## src/inc/pdl_pkg.sv

```systemverilog
// Constants, types and carriers of the program RAM download loader
// Summary of operation
// - Two program SRAMs: control and DSP
// - Request code 4Fh loads control SRAM
// - Request code 5Fh loads DSP SRAM
// - Load address: high 17h, low 16h
// - Device writes wanted module ID at 14h
// - Host requests accepted only while idle
// - Missing mode code: request it, stall sequence
// - Resets reload default intercept vectors
// - ROM modes run without any download
// - Checksum: rotate left, add byte
// - Absorb one byte per clock
// - Readiness: request code copied to 1Bh
// - Host writes bytes while not-full flag set
// - Code 00 ends: 17h=FFh, 16h=checksum
// - Thirty second stall aborts, clears request
`default_nettype none
package pdl_pkg;
   localparam logic [7:0]  ADR_STATUS     = 8'h0D;
   localparam logic [7:0]  ADR_TXBUF      = 8'h10;
   localparam logic [7:0]  ADR_REQ        = 8'h14;
   localparam logic [7:0]  ADR_ADDR_LO    = 8'h16;
   localparam logic [7:0]  ADR_ADDR_HI    = 8'h17;
   localparam logic [7:0]  ADR_ACK        = 8'h1B;
   localparam int          STAT_TX_FIFO_NOT_FULL_BIT = 1;
   localparam logic [7:0]  CODE_CTL       = 8'h4F;
   localparam logic [7:0]  CODE_DSP       = 8'h5F;
   localparam logic [7:0]  CODE_NONE      = 8'h00;
   localparam logic [7:0]  DONE_MARK      = 8'hFF;
   localparam logic [7:0]  ADDR_UNSET     = 8'hFF;
   localparam logic [7:0]  CRC_INIT       = 8'h00;
   localparam logic [7:0]  REG_RESET      = 8'h00;
   localparam logic [1:0]  LAST_LANE      = 2'h3;
   localparam int          FIFO_DEPTH     = 4;
   localparam int          TIMEOUT_S      = 30;
   localparam int          CLK_HZ         = 20_000_000;
   localparam int          TIMEOUT_CYC    = TIMEOUT_S * CLK_HZ;

   typedef enum logic [3:0] {
      ST_IDLE = 4'b0001,
      ST_ADDR = 4'b0010,
      ST_LOAD = 4'b0100,
      ST_FIN  = 4'b1000
   } pdl_state_t;

   typedef struct packed {
      logic       cs;
      logic       wr;
      logic [7:0] addr;
      logic [7:0] wdata;
   } pdl_hbus_t;

   typedef struct packed {
      logic        we;
      logic [15:0] addr;
      logic [31:0] data;
   } pdl_sram_wr_t;
endpackage
`default_nettype wire

```

## src/rtl/pdl_loader.sv

```systemverilog
// Program RAM download loader behind the interface memory scratchpad
`default_nettype none
module pdl_loader
   import pdl_pkg::*;
#(
   parameter int unsigned TMO_CYC = TIMEOUT_CYC
) (
   input  wire logic         clk_i,
   input  wire logic         rst_n_i,
   input  wire logic         sw_rst_i,
   input  wire pdl_hbus_t    hbus_i,
   output logic       [7:0]  hrdata_o,
   input  wire logic         conn_req_i,
   input  wire logic         conn_mode_rom_i,
   input  wire logic         conn_code_resident_i,
   input  wire logic  [7:0]  conn_module_id_i,
   input  wire logic         conn_module_dsp_i,
   output logic              conn_stall_o,
   output logic              vec_init_o,
   output logic              busy_o,
   output pdl_sram_wr_t      ctl_wr_o,
   output pdl_sram_wr_t      dsp_wr_o
);
   pdl_state_t   st_q, st_d;
   logic [7:0]   req_q, req_d, alo_q, alo_d, ahi_q, ahi_d;
   logic [7:0]   ack_q, ack_d, save_q, save_d, crc_q, crc_d, rd_q, rd_d;
   logic [15:0]  wptr_q, wptr_d;
   logic [31:0]  word_q, word_d, tmo_q, tmo_d;
   logic [1:0]   lane_q, lane_d;
   logic         dsp_q, dsp_d, fin_q, fin_d, vdone_q, vdone_d, vec_q, vec_d;
   logic         stall_q, stall_d, busy_q, busy_d;
   pdl_sram_wr_t ctl_q, ctl_d, dsp_wq, dsp_wd;
   logic         host_wr, host_rd, need_dl, tmo_hit;
   logic         fifo_in_ready, fifo_out_valid, fifo_pop;
   logic [7:0]   fifo_byte;

   assign host_wr  = hbus_i.cs & hbus_i.wr;
   assign host_rd  = hbus_i.cs & ~hbus_i.wr;
   assign tmo_hit  = (tmo_q == 32'(TMO_CYC - 1));
   // Sequence check: ROM modes never call for a download
   // ROM mode bypass
   assign need_dl  = conn_req_i & ~conn_mode_rom_i & ~conn_code_resident_i;
   assign fifo_pop = fifo_out_valid & (st_q == ST_LOAD);

   pdl_fifo #(
      .WIDTH (8),
      .DEPTH (FIFO_DEPTH)
   ) u_fifo (
      .clk_i       (clk_i),
      .rst_n_i     (rst_n_i),
      .in_valid_i  (host_wr && hbus_i.addr == ADR_TXBUF),
      .in_ready_o  (fifo_in_ready),
      .in_data_i   (hbus_i.wdata),
      .out_valid_o (fifo_out_valid),
      .out_ready_i (st_q == ST_LOAD),
      .out_data_o  (fifo_byte)
   );

   always_comb begin
      st_d    = st_q;
      req_d   = req_q;
      alo_d   = alo_q;
      ahi_d   = ahi_q;
      ack_d   = ack_q;
      save_d  = save_q;
      crc_d   = crc_q;
      wptr_d  = wptr_q;
      word_d  = word_q;
      lane_d  = lane_q;
      dsp_d   = dsp_q;
      fin_d   = fin_q;
      vdone_d = 1'b1;
      vec_d   = ~vdone_q | sw_rst_i;
      stall_d = need_dl;
      ctl_d   = '0;
      dsp_wd  = '0;
      tmo_d   = (st_q == ST_IDLE || host_wr) ? '0 : tmo_q + 32'h1;
      rd_d    = rd_q;
      if (host_rd) begin
         unique case (hbus_i.addr)
            ADR_REQ:     rd_d = req_q;
            ADR_ADDR_LO: rd_d = alo_q;
            ADR_ADDR_HI: rd_d = ahi_q;
            ADR_ACK:     rd_d = ack_q;
            ADR_STATUS:  rd_d = 8'(fifo_in_ready) << STAT_TX_FIFO_NOT_FULL_BIT;
            default:     rd_d = 8'h00;
         endcase
      end
      if (host_wr && hbus_i.addr == ADR_ADDR_LO) begin
         alo_d = hbus_i.wdata;
      end
      if (host_wr && hbus_i.addr == ADR_ADDR_HI) begin
         ahi_d = hbus_i.wdata;
      end
      if (host_wr && hbus_i.addr == ADR_ACK) begin
         ack_d = hbus_i.wdata;
      end
      if (host_wr && hbus_i.addr == ADR_REQ) begin
         req_d = hbus_i.wdata;
      end
      if (fifo_pop) begin
         crc_d = {crc_q[6:0], crc_q[7]} + fifo_byte;
         if (!dsp_q) begin
            ctl_d  = '{we: 1'b1, addr: wptr_q, data: {24'h0, fifo_byte}};
            wptr_d = wptr_q + 16'h1;
         end else begin
            word_d[8*lane_q +: 8] = fifo_byte;
            lane_d = lane_q + 2'h1;
            if (lane_q == LAST_LANE) begin
               dsp_wd = '{we: 1'b1, addr: wptr_q, data: word_d};
               wptr_d = wptr_q + 16'h1;
            end
         end
      end
      unique case (st_q)
         ST_IDLE: begin
            // Host request in any idle moment
            if (host_wr && hbus_i.addr == ADR_REQ &&
                (hbus_i.wdata == CODE_CTL || hbus_i.wdata == CODE_DSP)) begin
               dsp_d  = (hbus_i.wdata == CODE_DSP);
               save_d = ack_q;
               ack_d  = hbus_i.wdata;
               crc_d  = CRC_INIT;
               st_d   = ST_ADDR;
            end else if (need_dl && !host_wr) begin
               req_d  = conn_module_id_i;
               alo_d  = ADDR_UNSET;
               ahi_d  = ADDR_UNSET;
               dsp_d  = conn_module_dsp_i;
               save_d = ack_q;
               crc_d  = CRC_INIT;
               st_d   = ST_ADDR;
            end
         end
         ST_ADDR: begin
            if (host_wr && hbus_i.addr == ADR_ADDR_HI) begin
               // High byte comes last, so it arms the transfer
               wptr_d = {hbus_i.wdata, alo_q};
               lane_d = '0;
               fin_d  = 1'b0;
               st_d   = ST_LOAD;
            end else if (host_wr && hbus_i.addr == ADR_REQ &&
                         hbus_i.wdata == CODE_NONE) begin
               ack_d = save_q;
               st_d  = ST_IDLE;
            end
         end
         ST_LOAD: begin
            if (host_wr && hbus_i.addr == ADR_REQ && hbus_i.wdata == CODE_NONE) begin
               fin_d = 1'b1;
            end
            // Bytes queued before the end code are still drained
            if (fin_q && !fifo_out_valid) begin
               st_d = ST_FIN;
            end
         end
         ST_FIN: begin
            ahi_d = DONE_MARK;
            alo_d = crc_q;
            ack_d = save_q;
            fin_d = 1'b0;
            st_d  = ST_IDLE;
         end
      endcase
      if ((st_q == ST_ADDR || st_q == ST_LOAD) && tmo_hit && !host_wr) begin
         req_d = CODE_NONE;
         ack_d = save_q;
         fin_d = 1'b0;
         st_d  = ST_IDLE;
      end
      // Soft reset abandons any transfer
      if (sw_rst_i) begin
         req_d = CODE_NONE;
         fin_d = 1'b0;
         st_d  = ST_IDLE;
      end
      // Registered copy of the state test, so busy_o is a flop output
      busy_d  = (st_d != ST_IDLE);
   end

   always_ff @(posedge clk_i or negedge rst_n_i) begin
      if (!rst_n_i) begin
         st_q    <= ST_IDLE;
         req_q   <= REG_RESET;
         alo_q   <= REG_RESET;
         ahi_q   <= REG_RESET;
         ack_q   <= REG_RESET;
         save_q  <= REG_RESET;
         crc_q   <= CRC_INIT;
         rd_q    <= REG_RESET;
         wptr_q  <= '0;
         word_q  <= '0;
         lane_q  <= '0;
         tmo_q   <= '0;
         dsp_q   <= 1'b0;
         fin_q   <= 1'b0;
         vdone_q <= 1'b0;
         vec_q   <= 1'b0;
         stall_q <= 1'b0;
         busy_q  <= 1'b0;
         ctl_q   <= '0;
         dsp_wq  <= '0;
      end else begin
         st_q    <= st_d;
         req_q   <= req_d;
         alo_q   <= alo_d;
         ahi_q   <= ahi_d;
         ack_q   <= ack_d;
         save_q  <= save_d;
         crc_q   <= crc_d;
         rd_q    <= rd_d;
         wptr_q  <= wptr_d;
         word_q  <= word_d;
         lane_q  <= lane_d;
         tmo_q   <= tmo_d;
         dsp_q   <= dsp_d;
         fin_q   <= fin_d;
         vdone_q <= vdone_d;
         vec_q   <= vec_d;
         stall_q <= stall_d;
         busy_q  <= busy_d;
         ctl_q   <= ctl_d;
         dsp_wq  <= dsp_wd;
      end
   end

   assign hrdata_o     = rd_q;
   assign conn_stall_o = stall_q;
   assign vec_init_o   = vec_q;
   assign busy_o       = busy_q;
   assign ctl_wr_o     = ctl_q;
   assign dsp_wr_o     = dsp_wq;
endmodule
`default_nettype wire

```

## src/rtl/pdl_fifo.sv

```systemverilog
// Small synchronous FIFO between the transmit data buffer and the SRAM writer
`default_nettype none
module pdl_fifo
   import pdl_pkg::*;
#(
   parameter int WIDTH = 8,
   parameter int DEPTH = FIFO_DEPTH
) (
   input  wire logic             clk_i,
   input  wire logic             rst_n_i,
   input  wire logic             in_valid_i,
   output logic                  in_ready_o,
   input  wire logic [WIDTH-1:0] in_data_i,
   output logic                  out_valid_o,
   input  wire logic             out_ready_i,
   output logic      [WIDTH-1:0] out_data_o
);
   localparam int AW = $clog2(DEPTH);
   logic [WIDTH-1:0] mem_q [DEPTH];
   logic [AW-1:0]    wp_q, wp_d, rp_q, rp_d;
   logic [AW:0]      cnt_q, cnt_d;
   logic             push, pop;

   assign in_ready_o  = (cnt_q != (AW+1)'(DEPTH));
   assign out_valid_o = (cnt_q != '0);
   assign out_data_o  = mem_q[rp_q];
   assign push        = in_valid_i & in_ready_o;
   assign pop         = out_valid_o & out_ready_i;

   always_comb begin
      wp_d  = push ? ((wp_q == AW'(DEPTH-1)) ? '0 : wp_q + 1'b1) : wp_q;
      rp_d  = pop ? ((rp_q == AW'(DEPTH-1)) ? '0 : rp_q + 1'b1) : rp_q;
      cnt_d = cnt_q + (AW+1)'(push) - (AW+1)'(pop);
   end

   always_ff @(posedge clk_i or negedge rst_n_i) begin
      if (!rst_n_i) begin
         wp_q  <= '0;
         rp_q  <= '0;
         cnt_q <= '0;
      end else begin
         wp_q  <= wp_d;
         rp_q  <= rp_d;
         cnt_q <= cnt_d;
      end
   end

   // Storage has no reset; only entries that the count marks as occupied are ever read
   always_ff @(posedge clk_i) begin
      if (push) begin
         mem_q[wp_q] <= in_data_i;
      end
   end
endmodule
`default_nettype wire

```

## config.mk

```make
export PLATFORM = sky130hd
export DESIGN_NAME = pdl_loader
export DESIGN_NICKNAME = d
export VERILOG_FILES = /design/src/inc/pdl_pkg.sv /design/src/rtl/pdl_loader.sv /design/src/rtl/pdl_fifo.sv
export SDC_FILE = /design/constraint.sdc
export NUM_CORES = 1
export LEC_CHECK = 0
export ABC_CLOCK_PERIOD_IN_PS = 3000
export BUFFER_PORTS_ARGS = -buffer_cell sky130_fd_sc_hd__buf_2
export CAP_MARGIN = 0
export CORE_MARGIN = 1.5
export CORE_UTILIZATION = 50
export DETAILED_ROUTE_END_ITERATION = 12
export PLACE_DENSITY_LB_ADDON = 0.3
export SLEW_MARGIN = 40
export SYNTH_ARGS = -nofsm -noshare
export SYNTH_HDL_FRONTEND = slang
export SYNTH_SLANG_ARGS = --single-unit
```

## constraint.sdc

```tcl
create_clock -name clk_i -period 3 [get_ports clk_i]
set_clock_uncertainty 0.1 [all_clocks]
set_input_delay 0.45 -clock clk_i [delete_from_list [all_inputs] [get_ports clk_i]]
set_output_delay 0.45 -clock clk_i [all_outputs]
set_load 0.05 [all_outputs]
```

# Word level (Yosys, flattened, before mapping)

Memory sizes are Yosys's and may differ from the RTL's.
Index checks and enable logic that the tools add are counted.

Input bits: 33
RAM bits: 32
Memories: 1
Word-level logic and storage cells: 155
Register bits: 253

Bitwise operators: 11
Add/sub/neg operators: 9
Reductions and logical operators: 23
Shift-type cells: 2
Equality and inequality tests: 20
Multiplexer cells: 62

Memory list:

| memory       | words | bits a word | read ports | clocked after memory_dff | write ports | line           | source |
|---|---|---|---|---|---|---|---|
| u_fifo.mem_q | 4     | 8           | 1          | 0                        | 1           | pdl_fifo.sv:19 | `logic [WIDTH-1:0] mem_q [DEPTH];` |

Operators with widths:

| operator                                               | count |
|---|---|
| two-way mux 49 bit                                     | 5 |
| two-way mux 8 bit                                      | 23 |
| two-way mux 16 bit                                     | 5 |
| equality test 8 x 5 -> 1 bit (second input constant)   | 5 |
| case mux 8 bit (5 select lines)                        | 1 |
| negation 5 -> 34 bit                                   | 1 |
| variable shift 8 x 34 -> 32 bit (first input constant) | 1 |
| indexed part select 8 x 34 -> 32 bit                   | 1 |
| adder 32 x 1 -> 32 bit (second input constant)         | 1 |
| bitwise mux 32 bit                                     | 1 |
| equality test 32 x 30 -> 1 bit (second input constant) | 1 |
| two-way mux 32 bit                                     | 1 |
| case mux 8 bit (2 select lines)                        | 2 |
| two-way mux 4 bit                                      | 7 |
| case mux 8 bit (3 select lines)                        | 1 |
| adder 16 x 1 -> 16 bit (second input constant)         | 1 |
| equality test 8 x 7 -> 1 bit (second input constant)   | 2 |
| case mux 4 bit (4 select lines)                        | 1 |
| two-way mux 2 bit                                      | 6 |
| logical AND 1 bit                                      | 11 |
| adder 8 bit                                            | 1 |
| equality test 8 x 4 -> 1 bit (second input constant)   | 1 |
| zero test 8 bit                                        | 1 |
| two-way mux 1 bit                                      | 8 |
| other kinds (23)                                       | 39 |

# Depth between registers and ports, before layout

Gate-level depths: netlist of the first run.

Depth after elaboration: 10
Gate-level depth with buffers: 14

# Cells and area by module

A second synthesis of the first run with hierarchy kept.

Cells, all modules: 1,076
Area total of the unflattened synthesis: 11,997.8 sq um

Modules (own cells, without submodules):

| module     | times used | cells each | area each (sq um) |
|---|---|---|---|
| pdl_loader | 1          | 996        | 10,400.0 |
| pdl_fifo   | 1          | 80         | 1,597.8 |

# Least setup slack after synthesis of the first run

Ideal clock, no wire load.

Path kind: register to register
From: register st_q[2]
To: register u_fifo.cnt_q[2]
Required time: 2,775 ps
Stages on the path, launching flop included: 15
Library setup time: 125 ps
Arrival time: 2,774 ps
Path slack: 1 ps
Cell sequence: dfrtp_1 > buf_2 > or4b_1 > buf_2 > or2_1 > inv_2 > buf_2 > buf_2 > ha_1 > inv_1 > ha_1 > inv_1 > fa_1 > xnor2_1 > xnor2_1

Word-level cells in the longest chain between the ends: 3

RTL lines:

| what                         | line              | source |
|---|---|---|
| start: declaration           | pdl_loader.sv:24  | `pdl_state_t st_q, st_d;` |
| start signal: assignment     | pdl_loader.sv:204 | `st_q <= st_d;` |
| equality test 4 x 3 -> 1 bit | -                 |  |
| AND 1 bit                    | -                 |  |
| via fifo_pop                 | pdl_loader.sv:34  | `logic fifo_in_ready, fifo_out_valid, fifo_pop;` |
| subtractor 3 x 1 -> 3 bit    | pdl_fifo.sv:33    | `cnt_d = cnt_q + (AW+1)'(push) - (AW+1)'(pop);` |
| via u_fifo.cnt_d[2]          | pdl_fifo.sv:21    | `logic [AW:0] cnt_q, cnt_d;` |
| end signal: assignment       | pdl_fifo.sv:44    | `cnt_q <= cnt_d;` |
| end: declaration             | pdl_fifo.sv:21    |  |

The timed path passes the listed nets, and every way through them passes these cells.
A chain may end at the register's enable or synchronous reset.

# Worst setup path in the final report of the first run

From: register u_fifo.rp_q[0]
To: register crc_q[6]

Word-level cells in the longest chain between the ends: 6

RTL lines:

| what                        | line              | source |
|---|---|---|
| start: declaration          | pdl_fifo.sv:20    | `logic [AW-1:0] wp_q, wp_d, rp_q, rp_d;` |
| start signal: assignment    | pdl_fifo.sv:43    | `rp_q <= rp_d;` |
| memory read (4 x 8 bit) (*) | -                 |  |
| adder 8 bit (*)             | pdl_loader.sv:102 | `crc_d = {crc_q[6:0], crc_q[7]} + fifo_byte;` |
| two-way mux 8 bit (*)       | pdl_loader.sv:101 | `if (fifo_pop) begin` |
| two-way mux 8 bit           | pdl_loader.sv:125 | `end else if (need_dl && !host_wr) begin` |
| two-way mux 8 bit           | pdl_loader.sv:118 | `if (host_wr && hbus_i.addr == ADR_REQ &&` |
| two-way mux 8 bit (*)       | pdl_loader.sv:115 | `unique case (st_q)` |
| via crc_d[6]                | pdl_loader.sv:26  | `logic [7:0] ack_q, ack_d, save_q, save_d, crc_q, crc_d, rd_q, rd_d;` |
| end signal: assignment      | pdl_loader.sv:210 | `crc_q <= crc_d;` |
| end: declaration            | pdl_loader.sv:26  |  |

The timed path passes the listed nets; every way through them passes the cells marked *.

==> metrics.txt, run 1 <==
# TYPE chip_impl_metric gauge
chip_impl_metric{name="filler_cell_count",unit=""} 1967
chip_impl_metric{name="die_y",unit="µm"} 157
chip_impl_metric{name="multiInputGateArea",unit="µm²"} 4710
chip_impl_info{name="timing.rr.start",value="u_fifo.rp_q[0]$_DFFE_PN0P_"} 1
chip_impl_info{name="first_element_of_the_critical_path",value="u_fifo.rp_q[0]$_DFFE_PN0P_"} 1
chip_impl_info{name="criticalPathCategory",value="reg -> reg"} 1
chip_impl_metric{name="vias",unit=""} 8318
chip_impl_metric{name="place.detailed.instances",unit=""} 1491
chip_impl_info{name="ys.flop_type",value="dfrtp_1"} 1
chip_impl_info{name="hold_path.class",value="in -> reg"} 1
chip_impl_info{name="run_status",value="completed"} 1
chip_impl_metric{name="clk_path_buf_depth",unit=""} 3
chip_impl_metric{name="routedWlPerCell",unit="µm"} 17.3
chip_impl_metric{name="finalWirelength",unit="mm"} 26.7
chip_impl_info{name="endpoint_kind",value="flip-flop"} 1
chip_impl_info{name="cts_tree",value="built"} 1
chip_impl_info{name="root_buffer_cell",value="clkbuf_16"} 1
chip_impl_metric{name="worstPathRequired",unit="ns"} 3.36
chip_impl_metric{name="powerDensity",unit="nW/µm²"} 549
chip_impl_metric{name="maxClockFrequency",unit="MHz"} 362
chip_impl_metric{name="maxCapViolCount",unit=""} 0
chip_impl_metric{name="final-seq-area",unit="µm²"} 6690
chip_impl_metric{name="core-area",unit="µm²"} 23300
chip_impl_metric{name="cts_post_setup_buffers_inserted",unit=""} 0
chip_impl_metric{name="detailedRoute.firstIterationViolations",unit=""} 646
chip_impl_metric{name="detailed_route_drc_error_count",unit=""} 0
chip_impl_metric{name="detailedRoute.firstPassIterationCount",unit=""} 5
chip_impl_metric{name="async_flop_share",unit=""} 0.877
chip_impl_metric{name="fin_worst_hold_slack",unit="ns"} 0.0165
chip_impl_info{name="cp-start-kind",value="flip-flop"} 1
chip_impl_metric{name="postSynthCellCount",unit=""} 1061
chip_impl_metric{name="timing_hold_violations_final",unit=""} 0
chip_impl_metric{name="grt_use_total",unit=""} 0.224
chip_impl_metric{name="grt_pass1_wl",unit="mm"} 43.3
chip_impl_metric{name="min_period",unit="ns"} 2.76
chip_impl_metric{name="tns",unit="ns"} 0
chip_impl_metric{name="final_layout_size_suffix_gt1_frac",unit=""} 0.211
chip_impl_metric{name="static-leakage-power",unit="nW"} 6.43
chip_impl_metric{name="max_slew.worst_pin.slew",unit="ns"} 0.690
chip_impl_metric{name="grt_start_max_net_pins",unit=""} 85
chip_impl_metric{name="instances_no_fill",unit=""} 1541
chip_impl_metric{name="htree_levels",unit=""} 1
chip_impl_metric{name="cts.sinks",unit=""} 261
chip_impl_metric{name="drv_slew",unit=""} 0
chip_impl_metric{name="initial_core_util",unit=""} 0.506
chip_impl_metric{name="arrival",unit="ns"} 3.12
chip_impl_metric{name="die_area",unit="µm²"} 24600
chip_impl_metric{name="row_count",unit=""} 56
chip_impl_info{name="synth_top_cells_by_area",value="dfrtp_1 48%, edfxtp_1 8.1%, nor2_1 3.4%, nand2_1 2.9%, a22o_1 2.5%"} 1
chip_impl_metric{name="max-slew-margin-rel",unit=""} 0.536
chip_impl_metric{name="report.final.setup_viol",unit=""} 0
chip_impl_metric{name="die_w",unit="µm"} 157
chip_impl_metric{name="final_stage_net_count",unit=""} 1260
chip_impl_metric{name="vias_per_cell",unit=""} 5.40
chip_impl_metric{name="design_power_total",unit="mW"} 7.57
chip_impl_metric{name="count_of_synthesis_stage_warnings_from_yosys",unit=""} 0
chip_impl_metric{name="num_antenna_cells",unit=""} 0
chip_impl_metric{name="antenna_found_initial",unit=""} 0
chip_impl_metric{name="areaGrowthSynthToFinish",unit="%"} 16.7
chip_impl_info{name="yosys.area.top_type",value="dfrtp_1"} 1
chip_impl_metric{name="final_util",unit=""} 0.591
chip_impl_metric{name="worst_setup_hold_path_clk_slew",unit="ns"} 0.06
chip_impl_metric{name="postRouteAntennaNets",unit=""} 0
chip_impl_metric{name="gpl.final_weighted_congestion",unit=""} 0.853
chip_impl_metric{name="grt_pass1_vias",unit=""} 8058
chip_impl_metric{name="numPortBuffers",unit=""} 117
chip_impl_metric{name="synth-edff-count",unit=""} 32
chip_impl_metric{name="synth.distinct_cells",unit=""} 74
chip_impl_metric{name="critPathMaxFanout",unit=""} 6
chip_impl_metric{name="dp_hpwl",unit="mm"} 18.3
chip_impl_info{name="grt_setup_unrepaired",value="no"} 1
chip_impl_info{name="hold_startpoint",value="sw_rst_i"} 1
chip_impl_metric{name="yosys.area.top_type_share",unit=""} 0.483
chip_impl_metric{name="irDropWorstVdd",unit="V"} 0.000489
chip_impl_metric{name="synth-seq-cells",unit=""} 261
chip_impl_metric{name="seq_area_frac_synth",unit=""} 0.566
chip_impl_metric{name="synth_area_per_cell",unit="µm²"} 11.1
chip_impl_metric{name="ios",unit=""} 142
chip_impl_metric{name="tritoncts.num_buffers",unit=""} 27
chip_impl_metric{name="min_period_over_period",unit=""} 0.920
chip_impl_metric{name="worstSkewPairLatency",unit="ns"} 0.54
chip_impl_metric{name="netlist_area",unit="µm²"} 11800
chip_impl_metric{name="globalRoute.totalOverflow",unit=""} 0
chip_impl_metric{name="rrSetupSlack",unit="ns"} 0.24
-- critical path, cell delays in order, from the launching register on --
cell      delay (ns)
dfrtp_2         0.45
mux4_2          0.54
ha_1            0.22
fa_1            0.41
a21o_1          0.21
a21oi_1         0.24
nor2b_1         0.11
nor2_1          0.10
nand4b_1        0.11
a31oi_1         0.19
-- metrics by stage --
step / area (µm²) / setup slack [ns]
5_1_grt: 13800 / 0.0689
3_3_place_gp: 12900 / 0.282
4_1_cts: 13800 / 0.157
2_1_floorplan: 11900 / 0.000674
6_report: 13800 / 0.240
3_5_place_dp: 12900 / 0.188
-- sequential cells by signal (all words and copies together) (netlist names), 16 cells and up --
register      flops
ctl_wr_o         25
dsp_wr_o         49
tmo_q            32
u_fifo.mem_q     32
word_q           32
wptr_q           16
-- per-layer routing --
layer,global-route usage,wire length (µm)
met1,0.316,11800
met2,0.361,12700
met3,0.0332,1470
met4,0.0621,727
met5,0,0
-- power by group --
part	internal, mW	switching [mW]	total (mW)	leakage (nW)
clock	2.02	1.37	3.39	0.451
combinational	0.129	0.322	0.451	2.73
sequential	3.66	0.0693	3.73	3.25
-- cell type report --
class / instances / share of cell area
sequential: 261 / 0.485
multi-input combinational: 726 / 0.342
timing repair buffer: 166 / 0.0728
clock buffer: 39 / 0.0581
tap: 319 / 0.0289
clock inverter: 10 / 0.00771
inverter: 20 / 0.00553
-- Yosys cell counts, types with 9 or more instances --
master / number
a22oi_1: 16
nor2_1: 106
mux2_2: 10
edfxtp_1: 32
nor2b_1: 37
buf_2: 20
xnor2_1: 18
a21oi_1: 54
xor2_1: 30
and2_1: 47
and3_1: 15
a31oi_1: 13
a211oi_1: 9
nand2_1: 90
dfrtp_1: 228
inv_1: 18
nand3_1: 26
clkbuf_1: 28
buf_4: 24
o21ai_0: 20
nor3_1: 11
ha_1: 23
nand4_1: 14
mux2i_1: 24
a22o_1: 34
a31o_2: 9
-- cell families (layout without fill, tap and decap cells) --
kind of cell               count (synthesis)  after routing  share of synthesized area
AOI/OAI and AO/OA                        179            179                      0.101
xor gates and xnor gates                  48             48                     0.0356
adders and majority gates                 25             25                     0.0277
buffers and inverters                     97            235                     0.0420
DFF                                      261            261                      0.566
muxes                                     42             42                     0.0451
other                                      2             25                   0.000636
and+or+nand+nor                          407            407                      0.182
-- path summary, 6_finish.rpt --
| check | end | depth (start not counted) |
|---|---|---|
| worst max-delay path | crc_q[6]$_DFF_PN0_ | 9 |
| worst min-delay path | vec_init_o$_DFF_PN0_ | 2 |
| worst max register to register | crc_q[6]$_DFF_PN0_ | 9 |
| worst min register to register | vec_init_o$_DFF_PN0_ | 1 |
| max in group asynchronous | dsp_wr_o[16]$_DFF_PN0_ | 3 |
| min in group asynchronous | dsp_wr_o[47]$_DFF_PN0_ | 2 |
-- placed cells by master, fill, tap and decap left out, types with 15 or more instances in the layout --
cell and instances:
mux2i_1 24, a22oi_1 16, nor2b_1 37, buf_4 45
xor2_1 30, ha_1 23, a22o_1 34, o21ai_0 20
nand3_1 26, edfxtp_1 32, conb_1 25, and2_1 47
dfrtp_1 227, xnor2_1 18, clkbuf_16 27, nor2_1 106
inv_1 18, nand2_1 90, a21oi_1 54, and3_1 15
buf_2 116
-- what timing repair did --
action | in CTS | in global routing
resized for setup | 0 | 2
hold buffers | 1 | 0
setup endpoints to repair | 0 | 2
endpoints found under the hold margin | 80 | 0
Power figures use the tool's default switching activity.
==> run 2: changes to the inputs <==
--- a/config.mk
+++ b/config.mk
@@ -11,7 +11,7 @@
 export CORE_MARGIN = 1.5
 export CORE_UTILIZATION = 50
 export DETAILED_ROUTE_END_ITERATION = 12
-export PLACE_DENSITY_LB_ADDON = 0.3
+export PLACE_DENSITY = 0.83
 export SLEW_MARGIN = 40
 export SYNTH_ARGS = -nofsm -noshare
 export SYNTH_HDL_FRONTEND = slang
==> metrics.txt, run 2 (synthesis results as in run 1) <==
# TYPE chip_impl_metric gauge
chip_impl_metric{name="drv_slew",unit=""} 0
chip_impl_metric{name="min_period_over_period",unit=""} 0.943
chip_impl_info{name="cp-start-kind",value="flip-flop"} 1
chip_impl_metric{name="detailed_route_drc_error_count",unit=""} 0
chip_impl_metric{name="grt_pass1_wl",unit="mm"} 44.0
chip_impl_metric{name="initial_core_util",unit=""} 0.506
chip_impl_info{name="layout.cells.most_common_list",value="227 x dfrtp_1, 116 x buf_2, 106 x nor2_1"} 1
chip_impl_metric{name="core-area",unit="µm²"} 23300
chip_impl_metric{name="tritoncts.num_buffers",unit=""} 26
chip_impl_metric{name="detailedRoute.firstIterationViolations",unit=""} 699
chip_impl_info{name="endpoint_kind",value="flip-flop"} 1
chip_impl_metric{name="layout_setup_ws",unit="ns"} 0.171
chip_impl_metric{name="grt_pass1_vias",unit=""} 8316
chip_impl_info{name="most_frequent_standard_cell_in_the_layout_excluding_fill_and_tap_cells",value="dfrtp_1"} 1
chip_impl_metric{name="worst_hold_path.num_cells",unit=""} 2
chip_impl_metric{name="worst_setup_hold_path_clk_slew",unit="ns"} 0.07
chip_impl_metric{name="worstSkewPairLatency",unit="ns"} 0.53
chip_impl_metric{name="finalWirelength",unit="mm"} 27.2
chip_impl_metric{name="postRouteAntennaNets",unit=""} 0
chip_impl_metric{name="final-seq-area",unit="µm²"} 6690
chip_impl_metric{name="arrival",unit="ns"} 3.14
chip_impl_info{name="worstPathCellList",value="mux4_2 -> ha_1 -> a21oi_1 -> o21ai_0 -> a2111oi_0 -> nor3_1 -> xnor2_1 -> a21oi_1"} 1
chip_impl_metric{name="ios",unit=""} 142
chip_impl_metric{name="clk_path_buf_depth",unit=""} 3
chip_impl_metric{name="max-slew-margin-rel",unit=""} 0.561
chip_impl_metric{name="final_stage_net_count",unit=""} 1251
chip_impl_metric{name="min_period",unit="ns"} 2.83
chip_impl_metric{name="final_design_area_no_fill",unit="µm²"} 13700
chip_impl_info{name="cpLargestDelayFamily",value="compound AO/OA/AOI/OAI gates"} 1
chip_impl_info{name="crit-reg2reg-capture",value="crc_q[7]$_DFF_PN0_"} 1
chip_impl_metric{name="timing_hold_violations_final",unit=""} 0
chip_impl_metric{name="cts.sinks",unit=""} 261
chip_impl_metric{name="place_area",unit="µm²"} 12800
chip_impl_metric{name="htree_levels",unit=""} 1
chip_impl_metric{name="dp_hpwl",unit="mm"} 18.2
chip_impl_metric{name="detailedRoute.firstPassIterationCount",unit=""} 6
chip_impl_metric{name="max_slew.worst_pin.slew",unit="ns"} 0.658
chip_impl_metric{name="vias_per_cell",unit=""} 5.56
chip_impl_metric{name="static-leakage-power",unit="nW"} 6.38
chip_impl_metric{name="maxClockFrequency",unit="MHz"} 354
chip_impl_metric{name="areaGrowthSynthToFinish",unit="%"} 16.0
chip_impl_info{name="hold_startpoint",value="sw_rst_i"} 1
chip_impl_metric{name="num_antenna_cells",unit=""} 0
chip_impl_info{name="criticalPathCategory",value="reg -> reg"} 1
chip_impl_metric{name="flip_flop_count_of_the_largest_register_all_copies_and_words_added",unit=""} 49
chip_impl_metric{name="die_w",unit="µm"} 157
chip_impl_metric{name="numPortBuffers",unit=""} 117
chip_impl_metric{name="irDropWorstVdd",unit="V"} 0.000382
chip_impl_info{name="cts_tree",value="built"} 1
chip_impl_metric{name="report.final.setup_viol",unit=""} 0
chip_impl_metric{name="final_layout_size_suffix_gt1_frac",unit=""} 0.203
chip_impl_info{name="root_buffer_cell",value="clkbuf_16"} 1
chip_impl_metric{name="grt_start_max_net_pins",unit=""} 88
chip_impl_metric{name="reg2regPathDepth",unit=""} 8
chip_impl_info{name="timing.rr.start",value="u_fifo.rp_q[0]$_DFFE_PN0P_"} 1
chip_impl_metric{name="worstPathRequired",unit="ns"} 3.31
chip_impl_info{name="crit_top_cell",value="a21oi_1"} 1
chip_impl_metric{name="multiInputGateArea",unit="µm²"} 4710
chip_impl_info{name="min_delay_worst_endpoint",value="vec_init_o$_DFF_PN0_"} 1
chip_impl_metric{name="antenna_found_initial",unit=""} 0
chip_impl_metric{name="row_count",unit=""} 56
chip_impl_metric{name="cp_slowest_stage_delay",unit="ns"} 0.64
chip_impl_metric{name="critPathMaxFanout",unit=""} 7
chip_impl_metric{name="die_area",unit="µm²"} 24600
chip_impl_metric{name="filler_cell_count",unit=""} 1923
chip_impl_metric{name="gpl.final_weighted_congestion",unit=""} 0.896
chip_impl_metric{name="grt_use_total",unit=""} 0.227
chip_impl_metric{name="vias",unit=""} 8511
chip_impl_metric{name="rrSetupSlack",unit="ns"} 0.17
chip_impl_metric{name="cp.buffers_inverters",unit=""} 0
chip_impl_metric{name="die_y",unit="µm"} 157
chip_impl_metric{name="routedWlPerCell",unit="µm"} 17.8
chip_impl_metric{name="powerDensity",unit="nW/µm²"} 549
chip_impl_metric{name="place_ws",unit="ns"} 0.162
chip_impl_info{name="hold_path.class",value="in -> reg"} 1
chip_impl_metric{name="globalRoute.totalOverflow",unit=""} 0
chip_impl_info{name="slowest_stage",value="mux4_2"} 1
chip_impl_metric{name="design_power_total",unit="mW"} 7.53
chip_impl_metric{name="tns",unit="ns"} 0
chip_impl_info{name="grt_setup_unrepaired",value="no"} 1
chip_impl_metric{name="maxCapViolCount",unit=""} 0
chip_impl_info{name="run_status",value="completed"} 1
run 2: worst max-delay path by stage:
stage                                     startpoint                   endpoint  slack (ns)  depth (start not counted)
after floorplan                    st_q[2]$_DFF_PN0_  u_fifo.cnt_q[2]$_DFF_PN0_      0.0007                         14
after global placement    u_fifo.rp_q[0]$_DFFE_PN0P_         crc_q[7]$_DFF_PN0_        0.23                          8
after detailed placement  u_fifo.rp_q[0]$_DFFE_PN0P_         crc_q[6]$_DFF_PN0_        0.16                          9
after CTS                 u_fifo.rp_q[0]$_DFFE_PN0P_         crc_q[7]$_DFF_PN0_        0.08                          8
after global routing      u_fifo.rp_q[0]$_DFFE_PN0P_         crc_q[7]$_DFF_PN0_       0.009                          8
final                     u_fifo.rp_q[0]$_DFFE_PN0P_         crc_q[7]$_DFF_PN0_        0.17                          8
run 2: what timing repair did:
item                                    in CTS  in global routing
buffers inserted                             0                  0
gates resized for setup                      0                  1
endpoints found under the setup margin       0                  2
hold buffers                                 1                  0
endpoints found under the hold margin       84                  0
run 2: area by class of cell:
class	count	share of cell area
flip-flops and latches	261	0.488
multi-input cells	726	0.344
repair buffers	158	0.0688
clock buffers	32	0.0498
well taps	319	0.0291
clock inverters	16	0.0143
inverters	20	0.00557
run 2: power by group:
group	internal, mW	switching, mW	total (mW)	leakage, nW
clock network	1.97	1.36	3.34	0.436
registers	3.66	0.0733	3.74	3.25
logic	0.130	0.323	0.453	2.70
total	5.77	1.76	7.53	6.38
run 2: layer usage:
layer | vias up | global-route usage | share of wire
met5 | - | 0 | 0
met4 | 0 | 0.0649 | 0.024
li1 | 3930 | - | -
met2 | 314 | 0.385 | 0.49
met3 | 43 | 0.0271 | 0.059
met1 | 4224 | 0.307 | 0.43
run 2: worst register-to-register path, delay by kind of cell (launching register included):
kind / cells / cell delay [ns]
DFF: 1 / 0.49
xor gates and xnor gates: 1 / 0.20
and+or+nand+nor: 1 / 0.12
adders and majority gates: 1 / 0.31
AOI/OAI and AO/OA: 4 / 0.84
muxes: 1 / 0.64
run 2: through the flow:
step / utilization / std cells / hold slack [ns]
after global placement: 0.549 / 1483 / 0.300
after floorplan: - / 1084 / 0.0544
after CTS: 0.587 / 1532 / 0.0279
after global routing: 0.587 / 1532 / 0.0400
final: 0.587 / 1532 / 0.0403
after detailed placement: 0.549 / 1483 / 0.302
==> run 3: changes to the inputs <==
--- a/config.mk
+++ b/config.mk
@@ -11,7 +11,7 @@
 export CORE_MARGIN = 1.5
 export CORE_UTILIZATION = 50
 export DETAILED_ROUTE_END_ITERATION = 12
-export PLACE_DENSITY = 0.83
+export PLACE_DENSITY = 0.73
 export SLEW_MARGIN = 40
 export SYNTH_ARGS = -nofsm -noshare
 export SYNTH_HDL_FRONTEND = slang
==> metrics.txt, run 3 (synthesis results as in run 1) <==
# TYPE chip_impl_metric gauge
chip_impl_info{name="topRoutingLayerUsed",value="met4"} 1
chip_impl_metric{name="worstPathRequired",unit="ns"} 3.30
chip_impl_metric{name="areaGrowthSynthToFinish",unit="%"} 16.4
chip_impl_metric{name="detailedRoute.firstIterationViolations",unit=""} 589
chip_impl_metric{name="ios",unit=""} 142
chip_impl_metric{name="antenna_found_initial",unit=""} 0
chip_impl_metric{name="die_area",unit="µm²"} 24600
chip_impl_metric{name="flip_flop_count_of_the_largest_register_all_copies_and_words_added",unit=""} 49
chip_impl_metric{name="switching_power",unit="mW"} 1.72
chip_impl_metric{name="detailed_route_drc_error_count",unit=""} 0
chip_impl_metric{name="detailedRoute.firstPassIterationCount",unit=""} 5
chip_impl_metric{name="routedWlPerCell",unit="µm"} 17.3
chip_impl_metric{name="final_layout_size_suffix_gt1_frac",unit=""} 0.210
chip_impl_metric{name="static-leakage-power",unit="nW"} 6.42
chip_impl_metric{name="timing_hold_violations_final",unit=""} 0
chip_impl_metric{name="gpl.final_weighted_congestion",unit=""} 0.956
chip_impl_metric{name="p_int",unit="mW"} 5.64
chip_impl_metric{name="cts.sinks",unit=""} 261
chip_impl_metric{name="initial_core_util",unit=""} 0.506
chip_impl_metric{name="row_count",unit=""} 56
chip_impl_info{name="endpoint_kind",value="flip-flop"} 1
chip_impl_metric{name="power.switching_fraction",unit=""} 0.234
chip_impl_metric{name="wirelength_met1",unit="mm"} 11.9
chip_impl_info{name="root_buffer_cell",value="clkbuf_16"} 1
chip_impl_metric{name="arrival",unit="ns"} 3.01
chip_impl_metric{name="drv_slew",unit=""} 0
chip_impl_metric{name="final_util",unit=""} 0.590
chip_impl_metric{name="die_w",unit="µm"} 157
chip_impl_metric{name="finalWirelength",unit="mm"} 26.7
chip_impl_metric{name="numPortBuffers",unit=""} 117
chip_impl_metric{name="grt_use_total",unit=""} 0.224
chip_impl_metric{name="globalRoute.totalOverflow",unit=""} 0
chip_impl_metric{name="max_slew.worst_pin.slew",unit="ns"} 0.628
chip_impl_metric{name="grt_start_max_net_pins",unit=""} 73
chip_impl_metric{name="vias",unit=""} 8505
chip_impl_metric{name="clk_path_buf_depth",unit=""} 3
chip_impl_metric{name="maxClockFrequency",unit="MHz"} 370
chip_impl_info{name="cts_tree",value="built"} 1
chip_impl_metric{name="irDropWorstVdd",unit="V"} 0.000392
chip_impl_info{name="cp-start-kind",value="flip-flop"} 1
chip_impl_info{name="grt_setup_unrepaired",value="no"} 1
chip_impl_metric{name="instances_no_fill",unit=""} 1547
chip_impl_metric{name="core-area",unit="µm²"} 23300
chip_impl_metric{name="dp_hpwl",unit="mm"} 18.4
chip_impl_metric{name="postRouteAntennaNets",unit=""} 0
chip_impl_metric{name="num_antenna_cells",unit=""} 0
chip_impl_metric{name="layout_setup_ws",unit="ns"} 0.295
chip_impl_metric{name="routed-wl-met3",unit="mm"} 1.47
chip_impl_metric{name="maxCapViolCount",unit=""} 0
chip_impl_metric{name="die_y",unit="µm"} 157
chip_impl_metric{name="place.detailed.instances",unit=""} 1497
chip_impl_info{name="criticalPathCategory",value="reg -> reg"} 1
chip_impl_metric{name="critPathMaxFanout",unit=""} 6
chip_impl_metric{name="clock_power_share",unit=""} 0.430
chip_impl_info{name="layout.cells.most_common_list",value="227 x dfrtp_1, 116 x buf_2, 106 x nor2_1"} 1
chip_impl_metric{name="worst_setup_hold_path_clk_slew",unit="ns"} 0.06
chip_impl_metric{name="met2RoutedLength",unit="mm"} 12.6
chip_impl_metric{name="combPwrFrac",unit=""} 0.062
chip_impl_metric{name="fin_worst_hold_slack",unit="ns"} 0.0495
chip_impl_metric{name="tns",unit="ns"} 0
chip_impl_metric{name="filler_cell_count",unit=""} 1957
chip_impl_metric{name="tritoncts.num_buffers",unit=""} 27
chip_impl_metric{name="vias_per_cell",unit=""} 5.50
chip_impl_info{name="hold_path.class",value="in -> reg"} 1
chip_impl_metric{name="seq_power_share",unit=""} 0.507
chip_impl_metric{name="final_stage_net_count",unit=""} 1266
chip_impl_metric{name="htree_levels",unit=""} 1
chip_impl_info{name="most_frequent_standard_cell_in_the_layout_excluding_fill_and_tap_cells",value="dfrtp_1"} 1
chip_impl_metric{name="grt_pass1_vias",unit=""} 8308
chip_impl_metric{name="min_period",unit="ns"} 2.71
chip_impl_metric{name="report.final.setup_viol",unit=""} 0
chip_impl_info{name="run_status",value="completed"} 1
chip_impl_metric{name="powerDensity",unit="nW/µm²"} 535
chip_impl_metric{name="worstSkewPairLatency",unit="ns"} 0.53
chip_impl_metric{name="max-slew-margin-rel",unit=""} 0.578
chip_impl_metric{name="min_period_over_period",unit=""} 0.902
chip_impl_metric{name="place_ws",unit="ns"} 0.212
chip_impl_metric{name="grt_pass1_wl",unit="mm"} 43.3
[run 3: cell types whose count changed in the layout (fill, tap and decap cells not counted), moves of 2 or more]
cell	previous run	this run
clkbuf_8	1	4
clkbuf_1	5	8
buf_4	37	52
clkinv_2	8	6
bufinv_16	4	1
[run 3: final cells by class]
type	count	area (µm²)	area share
inverters	20	76.3	0.00555
well taps	319	399	0.0290
flip-flops and latches	261	6690	0.487
repair buffers	172	1040	0.0753
clock buffers	39	761	0.0553
clock inverters	10	78.8	0.00573
multi-input cells	726	4710	0.343
[run 3: repair_timing]
action                                  4_1_cts  5_1_grt
endpoints found under the setup margin        0        1
resized for setup                             0        1
setup buffers                                 0        0
hold endpoints to repair                     67        0
hold buffers                                  1        0
[run 3: through the flow]
stage / total power, mW / instance area [µm²]
floorplan: 4.07 / 11900
global placement: 4.24 / 12900
global route: 7.62 / 13800
detailed placement: 4.26 / 12900
CTS: 7.43 / 13800
finish: 7.36 / 13800
[run 3: final timing paths]
| path | start | end | slack (ns) | cells past startpoint |
|---|---|---|---|---|
| worst max-delay path | u_fifo.rp_q[0]$_DFFE_PN0P_ | crc_q[7]$_DFF_PN0_ | 0.29 | 8 |
| worst max register to register | u_fifo.rp_q[0]$_DFFE_PN0P_ | crc_q[7]$_DFF_PN0_ | 0.29 | 8 |
| worst min register to register | vdone_q$_DFF_PN0_ | vec_init_o$_DFF_PN0_ | 0.32 | 1 |
| worst min-delay path | sw_rst_i | vec_init_o$_DFF_PN0_ | 0.05 | 2 |
| min in group asynchronous | rst_n_i | ctl_wr_o[36]$_DFF_PN0_ | 0.39 | 2 |
| max in group asynchronous | rst_n_i | u_fifo.rp_q[0]$_DFFE_PN0P_ | 1.61 | 3 |
[run 3: critical path, cell delays in order, from the launching register on]
cell and delay, ns:
dfrtp_2 0.47, mux4_2 0.60, ha_1 0.32, a21oi_1 0.20, o21ai_0 0.13, a2111oi_0 0.37
nor3_1 0.12, xnor2_1 0.19, a21oi_1 0.08
[run 3: power groups by stage]
stage / Combinational, mW / Sequential [mW] / Clock [mW]
after floorplan: 0.251 / 3.82 / 0
after global placement: 0.448 / 3.80 / 0
after detailed placement: 0.457 / 3.80 / 0
after CTS: 0.460 / 3.73 / 3.23
after global routing: 0.499 / 3.74 / 3.38
final: 0.457 / 3.73 / 3.17
[run 3: routing by layer]
metal,GRT usage,up-vias
li1,-,3962
met3,0.0313,52
met5,0,-
met4,0.0794,0
met2,0.362,263
met1,0.310,4228
